`config.mk`:
```
export PLATFORM = sky130hd
export DESIGN_NAME = qpc_classifier
export DESIGN_NICKNAME = d
export VERILOG_FILES = /design/src/core/qpc_pkg.sv /design/src/core/qpc_cfg_if.sv /design/src/core/qpc_classifier.sv /design/src/core/qpc_fifo.sv /design/src/core/qpc_sched.sv
export SDC_FILE = /design/constraint.sdc
export NUM_CORES = 1
export LEC_CHECK = 0
export ABC_AREA = 1
export ABC_CLOCK_PERIOD_IN_PS = 4800
export BUFFER_PORTS_ARGS = -buffer_cell sky130_fd_sc_hd__buf_2
export CAP_MARGIN = 40
export CORE_UTILIZATION = 41
export DETAILED_ROUTE_END_ITERATION = 10
export GPL_ROUTABILITY_DRIVEN = 0
export PLACE_DENSITY = 0.54
export SETUP_SLACK_MARGIN = 0.4
export SYNTH_ARGS = -nofsm -noshare
export SYNTH_HDL_FRONTEND = slang
export SYNTH_HIERARCHICAL = 1
export SYNTH_SLANG_ARGS = --single-unit
```
`constraint.sdc`:
```
create_clock -name sys_clk_in -period 4.8 [get_ports sys_clk_in]
set_input_delay 0.24 -clock sys_clk_in [delete_from_list [all_inputs] [get_ports sys_clk_in]]
set_output_delay 0.24 -clock sys_clk_in [all_outputs]
set_load 0.01 [all_outputs]
```
`src/core/qpc_pkg.sv`:
```
package qpc_pkg;

  // Number of switch ports whose settings are held, and queues per port.
  localparam int NUM_PORTS = 5;
  localparam int NUM_QUEUES = 4;

  // Widths of the descriptor, enqueue and weight fields, and the FIFO depth.
  localparam int PORT_W = 3;
  localparam int QUEUE_W = 2;
  localparam int PRIO_W = 2;
  localparam int TAGPRI_W = 3;
  localparam int DSCP_W = 6;
  localparam int WEIGHT_W = 7;
  localparam int DESC_W = 17;
  localparam int FIFO_DEPTH = 16;

  // Descriptor layout: {ingress, dest, tagged, tag_pri, is_ip, dscp}.
  localparam int D_DSCP_LSB = 0;
  localparam int D_IP_BIT = 6;
  localparam int D_TAGPRI_LSB = 7;
  localparam int D_TAGGED_BIT = 10;
  localparam int D_DEST_LSB = 11;
  localparam int D_ING_LSB = 14;

  // Word offsets inside one port's block of eight words.
  localparam logic [2:0] K_CTRL0 = 3'h0;
  localparam logic [2:0] K_CTRL9 = 3'h1;
  localparam logic [2:0] K_WEIGHT0 = 3'h2;
  localparam logic [2:0] K_LAST = 3'h5;

  // Global byte addresses.
  localparam logic [8:0] A_MAP_LO = 9'h0C0;
  localparam logic [8:0] A_MAP_HI = 9'h0C4;
  localparam logic [8:0] A_TWOQ = 9'h0C8;
  localparam logic [8:0] A_STATUS = 9'h140;

  // Field positions in port control 0, port control 9 and the two-queue map.
  localparam int C0_SPLIT_LO = 0;
  localparam int C0_PPRIO_LSB = 3;
  localparam int C0_DOT1P_EN = 5;
  localparam int C0_DSCP_EN = 6;
  localparam int C9_SPLIT_HI = 1;
  localparam int C9_WFQ_EN = 2;
  localparam int TWOQ_LSB = 6;

  // Queue count settings.
  localparam logic [1:0] QC_ONE = 2'h0;
  localparam logic [1:0] QC_TWO = 2'h1;
  localparam logic [1:0] QC_FOUR = 2'h2;

  // Reset values.
  localparam logic [7:0] RST_CTRL0 = 8'h00;
  localparam logic [7:0] RST_CTRL9 = 8'h00;
  localparam logic [7:0] RST_W3 = 8'h08;
  localparam logic [7:0] RST_W2 = 8'h04;
  localparam logic [7:0] RST_W1 = 8'h02;
  localparam logic [7:0] RST_W0 = 8'h01;
  localparam logic [7:0] RST_MAP_LO = 8'h50;
  localparam logic [7:0] RST_MAP_HI = 8'hFA;
  localparam logic [7:0] RST_TWOQ = 8'h80;
  localparam logic [7:0] RST_TOS = 8'h00;

  // AXI response codes.
  localparam logic [1:0] RESP_OKAY = 2'h0;
  localparam logic [1:0] RESP_SLVERR = 2'h2;

endpackage : qpc_pkg

```
`src/core/qpc_cfg_if.sv`:
```
`timescale 1ns/1ps
`default_nettype none

// Per-port scheduling settings passed from the register file to one scheduler.
interface qpc_cfg_if;
  logic [1:0] qcount; // Queue count setting of the port.
  logic wfq_en; // High selects weighted fair queuing.
  logic [qpc_pkg::WEIGHT_W-1:0] weight [qpc_pkg::NUM_QUEUES]; // Packets per round for each queue.
  modport src (output qcount, output wfq_en, output weight);
  modport sched (input qcount, input wfq_en, input weight);
endinterface : qpc_cfg_if

`default_nettype wire

```
`src/core/qpc_classifier.sv`:
```
`timescale 1ns/1ps
`default_nettype none

module qpc_classifier (
  input wire logic sys_clk_in,
  input wire logic rst_n_in,
  // AXI4-Lite register slave.
  input wire logic [8:0] s_axi_awaddr_in,
  input wire logic s_axi_awvalid_in,
  output logic s_axi_awready_out,
  input wire logic [31:0] s_axi_wdata_in,
  input wire logic [3:0] s_axi_wstrb_in,
  input wire logic s_axi_wvalid_in,
  output logic s_axi_wready_out,
  output logic [1:0] s_axi_bresp_out,
  output logic s_axi_bvalid_out,
  input wire logic s_axi_bready_in,
  input wire logic [8:0] s_axi_araddr_in,
  input wire logic s_axi_arvalid_in,
  output logic s_axi_arready_out,
  output logic [31:0] s_axi_rdata_out,
  output logic [1:0] s_axi_rresp_out,
  output logic s_axi_rvalid_out,
  input wire logic s_axi_rready_in,
  // Packet descriptors from the ingress parser.
  input wire logic desc_valid_in,
  output logic desc_ready_out,
  input wire logic [qpc_pkg::DESC_W-1:0] desc_data_in,
  // Classified packets towards the egress queues.
  output logic enq_valid_out,
  input wire logic enq_ready_in,
  output logic [2:0] enq_port_out,
  output logic [1:0] enq_queue_out,
  output logic [1:0] enq_prio_out,
  // Transmit scheduling, one lane per egress port.
  input wire logic [19:0] q_nonempty_in,
  input wire logic [4:0] tx_req_in,
  output logic [4:0] tx_grant_out,
  output logic [9:0] tx_grant_queue_out
);

  // Ports outside 0 to 4 are folded onto port 0 so indexing stays in range.
  function automatic logic [2:0] clamp_port(input logic [2:0] p);
    return (p < 3'h5) ? p : 3'h0;
  endfunction : clamp_port

  // Register storage, one set per port, then the global maps and the packet counter.
  // Weights keep bit 7 at zero.
  logic [7:0] ctrl0_q [qpc_pkg::NUM_PORTS]; // Low split bit, port priority, enables.
  logic [7:0] ctrl9_q [qpc_pkg::NUM_PORTS]; // High split bit and scheduling mode.
  logic [7:0] wt_q [qpc_pkg::NUM_PORTS][qpc_pkg::NUM_QUEUES]; // Weights, index 0 holds queue 3.
  logic [7:0] map_lo_q; // Tag priorities 0 to 3.
  logic [7:0] map_hi_q; // Tag priorities 4 to 7.
  logic [7:0] twoq_q; // Two-queue map in bits 7:6.
  logic [7:0] tos_q [16]; // DSCP map, two bits per code point.
  logic [15:0] pkt_cnt_q; // Packets classified since reset.

  // Bus handshake state.
  logic awready_q;
  logic wready_q;
  logic [8:0] awaddr_q;
  logic [7:0] wdata_q;
  logic wstrb0_q;
  logic bvalid_q;
  logic [1:0] bresp_q;
  logic arready_q;
  logic rvalid_q;
  logic [31:0] rdata_q;
  logic [1:0] rresp_q;

  // Output stage.
  logic enq_valid_q;
  logic [2:0] enq_port_q;
  logic [1:0] enq_queue_q;
  logic [1:0] enq_prio_q;

  // Address decoding shared by the write and the read path.
  // Port blocks are 32 bytes apart.
  function automatic logic is_port(input logic [8:0] a);
    return !a[8] && (a[7:5] < 3'h5) && (a[4:2] <= qpc_pkg::K_LAST);
  endfunction : is_port
  function automatic logic is_tos(input logic [8:0] a);
    return a[8] && (a[7:6] == 2'h0);
  endfunction : is_tos
  function automatic logic is_mapped(input logic [8:0] a);
    return is_port(a) || is_tos(a) || (a == qpc_pkg::A_MAP_LO) || (a == qpc_pkg::A_MAP_HI) ||
           (a == qpc_pkg::A_TWOQ) || (a == qpc_pkg::A_STATUS);
  endfunction : is_mapped

  // Write path: address and data may arrive in either order.
  // The store lands with the response.
  wire aw_hs = s_axi_awvalid_in && awready_q;
  wire w_hs = s_axi_wvalid_in && wready_q;
  wire wr_go = !awready_q && !wready_q && !bvalid_q;
  wire wr_en = wr_go && wstrb0_q;
  wire [2:0] wr_port = awaddr_q[7:5];
  wire [2:0] wr_k = awaddr_q[4:2];

  // Read data mux.
  // Unmapped words read as zero.
  wire [2:0] rd_port = s_axi_araddr_in[7:5];
  wire [2:0] rd_k = s_axi_araddr_in[4:2];
  wire [1:0] rd_wi = 2'(rd_k - qpc_pkg::K_WEIGHT0);
  wire [7:0] rd_port_val = (rd_k == qpc_pkg::K_CTRL0) ? ctrl0_q[rd_port] :
                           (rd_k == qpc_pkg::K_CTRL9) ? ctrl9_q[rd_port] : wt_q[rd_port][rd_wi];
  wire [7:0] rd_byte = is_port(s_axi_araddr_in) ? rd_port_val :
                       is_tos(s_axi_araddr_in) ? tos_q[s_axi_araddr_in[5:2]] :
                       (s_axi_araddr_in == qpc_pkg::A_MAP_LO) ? map_lo_q :
                       (s_axi_araddr_in == qpc_pkg::A_MAP_HI) ? map_hi_q :
                       (s_axi_araddr_in == qpc_pkg::A_TWOQ) ? twoq_q : 8'h00;
  wire [4:0] fifo_count;
  wire [31:0] rd_word = (s_axi_araddr_in == qpc_pkg::A_STATUS) ? {11'h000, fifo_count, pkt_cnt_q} :
                        {24'h000000, rd_byte};

  assign s_axi_awready_out = awready_q;
  assign s_axi_wready_out = wready_q;
  assign s_axi_bvalid_out = bvalid_q;
  assign s_axi_bresp_out = bresp_q;
  assign s_axi_arready_out = arready_q;
  assign s_axi_rvalid_out = rvalid_q;
  assign s_axi_rdata_out = rdata_q;
  assign s_axi_rresp_out = rresp_q;

  // Write channel capture and response; one write is held until its response is taken.
  always_ff @(posedge sys_clk_in)
  begin
    if (!rst_n_in)
    begin
      awready_q <= 1'b1;
      wready_q <= 1'b1;
      awaddr_q <= 9'h000;
      wdata_q <= 8'h00;
      wstrb0_q <= 1'b0;
      bvalid_q <= 1'b0;
      bresp_q <= qpc_pkg::RESP_OKAY;
    end
    else
    begin
      if (aw_hs)
      begin
        awready_q <= 1'b0;
        awaddr_q <= {s_axi_awaddr_in[8:2], 2'h0};
      end
      if (w_hs)
      begin
        wready_q <= 1'b0;
        wdata_q <= s_axi_wdata_in[7:0];
        wstrb0_q <= s_axi_wstrb_in[0];
      end
      if (wr_go)
      begin
        bvalid_q <= 1'b1;
        bresp_q <= is_mapped(awaddr_q) ? qpc_pkg::RESP_OKAY : qpc_pkg::RESP_SLVERR;
      end
      if (bvalid_q && s_axi_bready_in)
      begin
        bvalid_q <= 1'b0;
        awready_q <= 1'b1;
        wready_q <= 1'b1;
      end
    end
  end

  // Read channel; the data word is captured with the address.
  always_ff @(posedge sys_clk_in)
  begin
    if (!rst_n_in)
    begin
      arready_q <= 1'b1;
      rvalid_q <= 1'b0;
      rdata_q <= 32'h00000000;
      rresp_q <= qpc_pkg::RESP_OKAY;
    end
    else if (s_axi_arvalid_in && arready_q)
    begin
      arready_q <= 1'b0;
      rvalid_q <= 1'b1;
      rdata_q <= rd_word;
      rresp_q <= is_mapped(s_axi_araddr_in) ? qpc_pkg::RESP_OKAY : qpc_pkg::RESP_SLVERR;
    end
    else if (rvalid_q && s_axi_rready_in)
    begin
      rvalid_q <= 1'b0;
      arready_q <= 1'b1;
    end
  end

  // Per-port settings, each port with its own copy.
  always_ff @(posedge sys_clk_in)
  begin
    for (int p = 0; p < qpc_pkg::NUM_PORTS; p++)
    begin
      if (!rst_n_in)
      begin
        ctrl0_q[p] <= qpc_pkg::RST_CTRL0;
        ctrl9_q[p] <= qpc_pkg::RST_CTRL9;
        wt_q[p][0] <= qpc_pkg::RST_W3;
        wt_q[p][1] <= qpc_pkg::RST_W2;
        wt_q[p][2] <= qpc_pkg::RST_W1;
        wt_q[p][3] <= qpc_pkg::RST_W0;
      end
      else if (wr_en && is_port(awaddr_q) && (wr_port == 3'(p)))
      begin
        if (wr_k == qpc_pkg::K_CTRL0)
          ctrl0_q[p] <= wdata_q;
        else if (wr_k == qpc_pkg::K_CTRL9)
          ctrl9_q[p] <= wdata_q;
        else
          wt_q[p][2'(wr_k - qpc_pkg::K_WEIGHT0)] <= {1'b0, wdata_q[6:0]};
      end
    end
  end

  // Global maps; the spare bits 5:0 of the two-queue map read as zero.
  // A write with lane 0 off is not stored.
  always_ff @(posedge sys_clk_in)
  begin
    if (!rst_n_in)
    begin
      map_lo_q <= qpc_pkg::RST_MAP_LO;
      map_hi_q <= qpc_pkg::RST_MAP_HI;
      twoq_q <= qpc_pkg::RST_TWOQ;
      for (int i = 0; i < 16; i++)
        tos_q[i] <= qpc_pkg::RST_TOS;
    end
    else if (wr_en)
    begin
      if (awaddr_q == qpc_pkg::A_MAP_LO) map_lo_q <= wdata_q;
      if (awaddr_q == qpc_pkg::A_MAP_HI) map_hi_q <= wdata_q;
      if (awaddr_q == qpc_pkg::A_TWOQ) twoq_q <= {wdata_q[7:6], 6'h00};
      if (is_tos(awaddr_q)) tos_q[awaddr_q[5:2]] <= wdata_q;
    end
  end

  // Descriptor FIFO in front of the classifier.
  // It absorbs bursts while egress stalls.
  wire fifo_valid;
  wire [qpc_pkg::DESC_W-1:0] head;
  wire fifo_pop = !enq_valid_q || enq_ready_in;
  qpc_fifo #(.WIDTH(qpc_pkg::DESC_W), .DEPTH(qpc_pkg::FIFO_DEPTH)) u_fifo (
    .sys_clk_in(sys_clk_in),
    .rst_n_in(rst_n_in),
    .in_valid_in(desc_valid_in),
    .in_ready_out(desc_ready_out),
    .in_data_in(desc_data_in),
    .out_valid_out(fifo_valid),
    .out_ready_in(fifo_pop),
    .out_data_out(head),
    .count_out(fifo_count)
  );

  // Classification of the FIFO head.
  // DSCP beats the tag; the tag beats the port, but port level 3 beats both.
  wire [2:0] ing = clamp_port(head[qpc_pkg::D_ING_LSB +: qpc_pkg::PORT_W]);
  wire [2:0] dst = clamp_port(head[qpc_pkg::D_DEST_LSB +: qpc_pkg::PORT_W]);
  wire [2:0] tag_pri = head[qpc_pkg::D_TAGPRI_LSB +: qpc_pkg::TAGPRI_W];
  wire [5:0] dscp = head[qpc_pkg::D_DSCP_LSB +: qpc_pkg::DSCP_W];
  wire [7:0] ing_c0 = ctrl0_q[ing];
  wire [1:0] port_prio = ing_c0[qpc_pkg::C0_PPRIO_LSB +: qpc_pkg::PRIO_W];
  wire [7:0] map_sel = tag_pri[2] ? map_hi_q : map_lo_q;
  wire [1:0] dot1p_prio = map_sel[{tag_pri[1:0], 1'b0} +: 2];
  wire [7:0] tos_sel = tos_q[dscp[5:2]];
  wire [1:0] dscp_prio = tos_sel[{dscp[1:0], 1'b0} +: 2];
  wire use_dscp = ing_c0[qpc_pkg::C0_DSCP_EN] && head[qpc_pkg::D_IP_BIT];
  wire use_dot1p = ing_c0[qpc_pkg::C0_DOT1P_EN] && head[qpc_pkg::D_TAGGED_BIT];
  // Untagged packets without DSCP fall through to the port level, which is 0 when unset.
  wire [1:0] base_prio = use_dscp ? dscp_prio : use_dot1p ? dot1p_prio : port_prio;
  wire [1:0] prio = (port_prio == 2'h3) ? 2'h3 : base_prio;
  // Queue count comes from the destination port's own two bits.
  wire [1:0] qcount_dst = {ctrl9_q[dst][qpc_pkg::C9_SPLIT_HI], ctrl0_q[dst][qpc_pkg::C0_SPLIT_LO]};
  wire [1:0] twoq_map = twoq_q[qpc_pkg::TWOQ_LSB +: 2];
  wire [1:0] queue = (qcount_dst == qpc_pkg::QC_FOUR) ? prio :
                     (qcount_dst == qpc_pkg::QC_TWO) ? {1'b0, prio >= twoq_map} : 2'h0;

  assign enq_valid_out = enq_valid_q;
  assign enq_port_out = enq_port_q;
  assign enq_queue_out = enq_queue_q;
  assign enq_prio_out = enq_prio_q;

  // Output register; it refills in the cycle it is taken so no bubble is lost.
  always_ff @(posedge sys_clk_in)
  begin
    if (!rst_n_in)
    begin
      enq_valid_q <= 1'b0;
      enq_port_q <= 3'h0;
      enq_queue_q <= 2'h0;
      enq_prio_q <= 2'h0;
      pkt_cnt_q <= 16'h0000;
    end
    else if (fifo_pop)
    begin
      enq_valid_q <= fifo_valid;
      if (fifo_valid)
      begin
        enq_port_q <= dst;
        enq_queue_q <= queue;
        enq_prio_q <= prio;
        pkt_cnt_q <= pkt_cnt_q + 16'h0001;
      end
    end
  end

  // One scheduler per egress port, each fed from that port's settings.
  // Grants are one-cycle pulses.
  genvar gp;
  generate
    for (gp = 0; gp < qpc_pkg::NUM_PORTS; gp++)
    begin : g_port
      qpc_cfg_if cfg_i ();
      assign cfg_i.qcount = {ctrl9_q[gp][qpc_pkg::C9_SPLIT_HI], ctrl0_q[gp][qpc_pkg::C0_SPLIT_LO]};
      assign cfg_i.wfq_en = ctrl9_q[gp][qpc_pkg::C9_WFQ_EN];
      for (genvar q = 0; q < qpc_pkg::NUM_QUEUES; q++)
      begin : g_w
        assign cfg_i.weight[q] = wt_q[gp][3-q][6:0];
      end
      qpc_sched u_sched (
        .sys_clk_in(sys_clk_in),
        .rst_n_in(rst_n_in),
        .cfg(cfg_i),
        .nonempty_in(q_nonempty_in[gp*4 +: 4]),
        .req_in(tx_req_in[gp]),
        .grant_out(tx_grant_out[gp]),
        .grant_queue_out(tx_grant_queue_out[gp*2 +: 2])
      );
    end
  endgenerate

endmodule : qpc_classifier

`default_nettype wire

```
`src/core/qpc_fifo.sv`:
```
`timescale 1ns/1ps
`default_nettype none

// Flip-flop FIFO; the ready on the filling side is registered.
module qpc_fifo #(
  parameter int WIDTH = 8,
  parameter int DEPTH = 16
) (
  input wire logic sys_clk_in,
  input wire logic rst_n_in,
  input wire logic in_valid_in,
  output logic in_ready_out,
  input wire logic [WIDTH-1:0] in_data_in,
  output logic out_valid_out,
  input wire logic out_ready_in,
  output logic [WIDTH-1:0] out_data_out,
  output logic [$clog2(DEPTH):0] count_out
);
  localparam int AW = $clog2(DEPTH);
  localparam logic [AW:0] FULL = (AW+1)'(DEPTH);

  logic [WIDTH-1:0] mem_q [DEPTH]; // Storage words.
  logic [AW-1:0] wr_ptr_q; // Next slot to fill.
  logic [AW-1:0] rd_ptr_q; // Oldest slot.
  logic [AW:0] count_q; // Words held.
  logic ready_q; // Registered not-full.
  wire push = in_valid_in && ready_q;
  wire pop = (count_q != '0) && out_ready_in;
  wire [AW:0] count_d = count_q + (AW+1)'(push) - (AW+1)'(pop);

  assign in_ready_out = ready_q;
  assign out_valid_out = (count_q != '0);
  assign out_data_out = mem_q[rd_ptr_q];
  assign count_out = count_q;

  // Pointers and level; ready follows the next level so a full FIFO refuses at once.
  always_ff @(posedge sys_clk_in)
  begin
    if (!rst_n_in)
    begin
      wr_ptr_q <= '0;
      rd_ptr_q <= '0;
      count_q <= '0;
      ready_q <= 1'b1;
    end
    else
    begin
      wr_ptr_q <= wr_ptr_q + AW'(push);
      rd_ptr_q <= rd_ptr_q + AW'(pop);
      count_q <= count_d;
      ready_q <= (count_d != FULL);
    end
  end

  // Data words need no reset; they are read only while counted.
  always_ff @(posedge sys_clk_in)
  begin
    if (push)
    begin
      mem_q[wr_ptr_q] <= in_data_in;
    end
  end
endmodule : qpc_fifo

`default_nettype wire

```
`src/core/qpc_sched.sv`:
```
`timescale 1ns/1ps
`default_nettype none

// Transmit queue selection for one egress port.
module qpc_sched (
  input wire logic sys_clk_in,
  input wire logic rst_n_in,
  qpc_cfg_if.sched cfg,
  input wire logic [3:0] nonempty_in,
  input wire logic req_in,
  output logic grant_out,
  output logic [1:0] grant_queue_out
);
  // Highest numbered set bit, which is the most urgent queue.
  function automatic logic [1:0] highest(input logic [3:0] m);
    logic [1:0] r;
    r = 2'h0;
    for (int i = 0; i < 4; i++)
    begin
      if (m[i]) r = 2'(i);
    end
    return r;
  endfunction : highest

  // First set bit strictly below cur, wrapping round to cur itself last.
  function automatic logic [1:0] below(input logic [3:0] m, input logic [1:0] cur);
    logic [1:0] r;
    logic [1:0] idx;
    r = cur;
    for (int k = 4; k >= 1; k--)
    begin
      idx = cur - 2'(k);
      if (m[idx]) r = idx;
    end
    return r;
  endfunction : below

  logic grant_q; // One-cycle grant pulse.
  logic [1:0] gq_q; // Granted queue.
  logic [1:0] cur_q; // Queue being served in this round.
  logic [qpc_pkg::WEIGHT_W-1:0] credit_q; // Packets already taken from cur_q.

  // Queues outside the active count are never looked at.
  wire [3:0] mask = (cfg.qcount == qpc_pkg::QC_FOUR) ? 4'hF :
                    (cfg.qcount == qpc_pkg::QC_TWO) ? 4'h3 : 4'h1;
  wire [3:0] m = nonempty_in & mask;
  wire split = (cfg.qcount == qpc_pkg::QC_TWO) || (cfg.qcount == qpc_pkg::QC_FOUR);
  wire stay = m[cur_q] && (credit_q < cfg.weight[cur_q]);
  wire [1:0] nxt = below(m, cur_q);

  assign grant_out = grant_q;
  assign grant_queue_out = gq_q;

  // A request with nothing queued gives no grant.
  always_ff @(posedge sys_clk_in)
  begin
    if (!rst_n_in)
    begin
      grant_q <= 1'b0;
      gq_q <= 2'h0;
      cur_q <= 2'h0;
      credit_q <= '0;
    end
    else
    begin
      grant_q <= req_in && (m != 4'h0);
      if (req_in && (m != 4'h0))
      begin
        if (!split)
        begin
          gq_q <= 2'h0;
        end
        else if (!cfg.wfq_en)
        begin
          gq_q <= highest(m);
        end
        else if (stay)
        begin
          gq_q <= cur_q;
          credit_q <= credit_q + 7'h01;
        end
        else
        begin
          gq_q <= nxt;
          cur_q <= nxt;
          credit_q <= 7'h01;
        end
      end
    end
  end
endmodule : qpc_sched

`default_nettype wire

```
==> flow_summary.toml <==
[synthesis]
synth_cell_type_count = 56
post_synth_most_frequent_cells = "1241 x sky130_fd_sc_hd__nand2_1, 620 x sky130_fd_sc_hd__edfxtp_1, 549 x sky130_fd_sc_hd__nor2_1"
synthCells = 4537
post_synth.cell_area_avg_um2 = 8.65
synth-seq-cells = 780
synth_top_area_share = 0.474
yosys_most_used_dff = "sky130_fd_sc_hd__edfxtp_1"
register_area_share_after_synthesis = 0.556
synth_async_sr_flop_share = 0
post-synth-top-area-cell = "sky130_fd_sc_hd__edfxtp_1"
post_synth_main_area_contributors = "sky130_fd_sc_hd__edfxtp_1 47%, sky130_fd_sc_hd__nand2_1 12%, sky130_fd_sc_hd__dfxtp_1 8.2%"
yosys.cell_count.top_type = "sky130_fd_sc_hd__nand2_1"
synth-edff-count = 620
syn_area_mm2 = 0.0393
ys.warnings.count = 6

[worst_setup_path]
critPathCaptureType = "register"
crit_path_max_incr_delay_ps = 630
critical-path-top-cell-by-count = "sky130_fd_sc_hd__nand2_1"
crit_path_max_fanout = 64
critPathRequiredTime_ps = 5340
worstReg2RegEnd = "enq_queue_out[0]"
timing.critical_path.from_type = "register"
path_class = "register to register"
r2r.worst_path.cells = 25
minimum_setup_slack_among_reg_to_reg_paths_ps = 860
worst-endpoint-arrival_ps = 4480
r2r-start = "u_fifo/rd_ptr_q[0]"
critical_path.slowest_cell = "sky130_fd_sc_hd__buf_4"

[global_route]
grt_pass1_wl_um = 184000
grt.met2_usage = 0.386
gr-max-usage-layer = "met2"
largest_net_degree_at_the_start_of_global_routing = 80
grt.total_usage = 0.249
met3_usage = 0.0361
initial_antenna_violation_count = 2
number_of_global_route_vias_before_repair = 29691
overflow = 0
global_route.usage.met1 = 0.350

[sta]
fmax_mhz = 254
grt_setup_unrepaired = "false"
share_of_the_clock_period_used_by_the_worst_path_after_layout = 0.820
finalClockSkew_ps = 40.5
timing.final.setup_violations = 0
timing_worst_slew_pin_value_ps = 958
slew_violations = 0
postLayoutSetupSlackWorst_ps = 863
timing.final.hold_violations = 0
maxSlewHeadroom = 0.360
final_sum_of_negative_setup_slack_ps = 0
post-route-min-period_ps = 3940

[layout]
nNetsFinal = 4809
antenna_cells = 0
layout.core_utilization = 0.470
syn_to_final_growth_pct = 13.6
final_layout_size_suffix_gt1_frac = 0.114
post-route-cell-area_mm2 = 0.0446

[floorplan]
chipWidth_um = 311
area_enclosed_by_the_die_boundary_mm2 = 0.0970
top_level_ports = 170
placeableCoreArea_mm2 = 0.0949
rows = 113
die_h_um = 311
initial_core_util = 0.414

[power]
power.switching_mw = 6.93
power.share.combinational = 0.266
internal-power_mw = 13.1
switching_share = 0.345
sequentialPowerShare = 0.385
peakVddDrop_v = 0.000392
share_clk_of_total_power = 0.348
p_leak_nw = 18.3
total_power_mw = 20.1
power_density_mw_per_mm2 = 450

[placement]
dp_worst_setup_slack_ps = 915
post_dp_cell_area_mm2 = 0.0411
estimated_wirelength_of_the_detail_placed_design_um = 80400
place.port_buffers = 127

[routing]
ant_nets = 0
routed_wl_um = 122000
detail_route.drc_violations = 0
drt_pass1_iterations = 6
wl_per_cell_um = 20.3
via_count = 31637
detail_route.iter0.violations = 2850
vias_per_cell = 5.28

[flow_run]
maximum_capacitance_violations = 0

[clocking]
clock_buffers_created_by_tritoncts = 91
postcts_setup_bufs = 0
cts_root_buffer = "sky130_fd_sc_hd__clkbuf_16"
cts.sinks = 780
clock_latency_ps = 680
clock_tree_from_tritoncts = "done"
cts.path.max_buffers = 3
cts.clk_slew.worst_paths_ps = 60
h_tree_depth_reported_by_cts = 3
cts_resized = 0

[outcome]
outcome = "finished clean"

[min_path]
hp-start = "s_axi_wstrb_in[0]"
worst_hold_path_type = "input port to register"
hold-path-cell-count = 3
timing.hold.worst_endpoint = "wstrb0_q"
-- cell families (layout without fill, tap and decap cells) --
kind of cell	after synthesis	count (layout)	synth area share
flip-flops	780	780	0.556
adder cells (fa/ha/maj)	54	54	0.0174
AO/OA/AOI/OAI	561	561	0.0866
other	1	13	0.0000955
buffers and inverters	722	901	0.0765
AND/OR/NAND/NOR	2406	2406	0.261
XOR/XNOR	13	13	0.00290
-- registers in the layout (all words and copies together), names as in the netlist, 10 cells and up --
register,cells
ctrl0_q,40
ctrl9_q,40
g_port.u_sched/credit_q,35
g_port.u_sched/cur_q,10
g_port.u_sched/grant_queue_out,10
pkt_cnt_q,16
s_axi_rdata_out,21
tos_q,128
u_fifo/mem_q,272
wt_q,140
-- critical path: cells and delay by family (launching register included) --
kind	cells	cell delay, ps
simple gates	19	1870
flops	1	370
buf+inv	3	960
compound gates	2	220
fa+ha+maj	1	260
-- cell usage in the layout, fill, tap and decap left out, types with 36 or more instances in the layout --
master / n
sky130_fd_sc_hd__dfxtp_1: 158
sky130_fd_sc_hd__nand2_1: 1240
sky130_fd_sc_hd__dlygate4sd3_1: 46
sky130_fd_sc_hd__inv_2: 48
sky130_fd_sc_hd__clkbuf_16: 92
sky130_fd_sc_hd__buf_2: 125
sky130_fd_sc_hd__o211ai_1: 66
sky130_fd_sc_hd__nand3_1: 439
sky130_fd_sc_hd__buf_4: 54
sky130_fd_sc_hd__o21ai_0: 168
sky130_fd_sc_hd__ha_1: 53
sky130_fd_sc_hd__edfxtp_1: 620
sky130_fd_sc_hd__nor2_2: 36
sky130_fd_sc_hd__a21oi_1: 180
sky130_fd_sc_hd__nor2_1: 530
sky130_fd_sc_hd__inv_1: 439
sky130_fd_sc_hd__nand2_2: 50
-- layout make-up --
type	instances	area, µm²
Tap cell	1265	1580
Clock inverter	49	494
Fill cell	9175	50300
Sequential cell	780	21800
Multi-Input combinational cell	3047	14600
Timing Repair Buffer	238	1740
Inverter	492	1850
Clock buffer	122	2520
-- stage by stage --
stage	instances	hold WS (ps)
after global placement	5769	450
final	5993	28.9
after CTS	5993	5.96
after floorplan	4549	339
after global routing	5993	38.9
after detailed placement	5776	452
-- layer usage --
| metal | wire length, µm | part of all wire |
|---|---|---|
| met3 | 9200 | 0.076 |
| met5 | 12 | 0.000099 |
| met1 | 53500 | 0.44 |
| met4 | 4620 | 0.038 |
| met2 | 54300 | 0.45 |
-- worst max path at each step --
stage / slack, ps / endpoint / from / cells past startpoint
2_1_floorplan: 1840 / enq_queue_out[0] / u_fifo/rd_ptr_q[1] / 27
3_3_place_gp: 890 / enq_queue_out[0] / u_fifo/rd_ptr_q[0] / 25
3_5_place_dp: 920 / enq_queue_out[0] / u_fifo/rd_ptr_q[0] / 25
4_1_cts: 890 / enq_queue_out[0] / u_fifo/rd_ptr_q[0] / 25
5_1_grt: 530 / enq_queue_out[0] / u_fifo/rd_ptr_q[0] / 28
6_report: 860 / enq_queue_out[0] / u_fifo/rd_ptr_q[0] / 25
-- repair_timing --
| action | in CTS | in global routing |
|---|---|---|
| setup endpoints to repair | 0 | 0 |
| hold endpoints to repair | 306 | 0 |
| hold buffers | 46 | 0 |
-- power groups by stage --
| stage | Combinational [mW] | Clock, mW | Sequential (mW) |
|---|---|---|---|
| finish | 5.34 | 6.99 | 7.73 |
| global route | 5.95 | 7.36 | 7.76 |
| CTS | 5.32 | 7.11 | 7.73 |
| detailed placement | 5.26 | 0 | 7.87 |
| global placement | 5.22 | 0 | 7.87 |
| floorplan | 3.56 | 0 | 7.81 |
(Power assumes the default switching activity.)
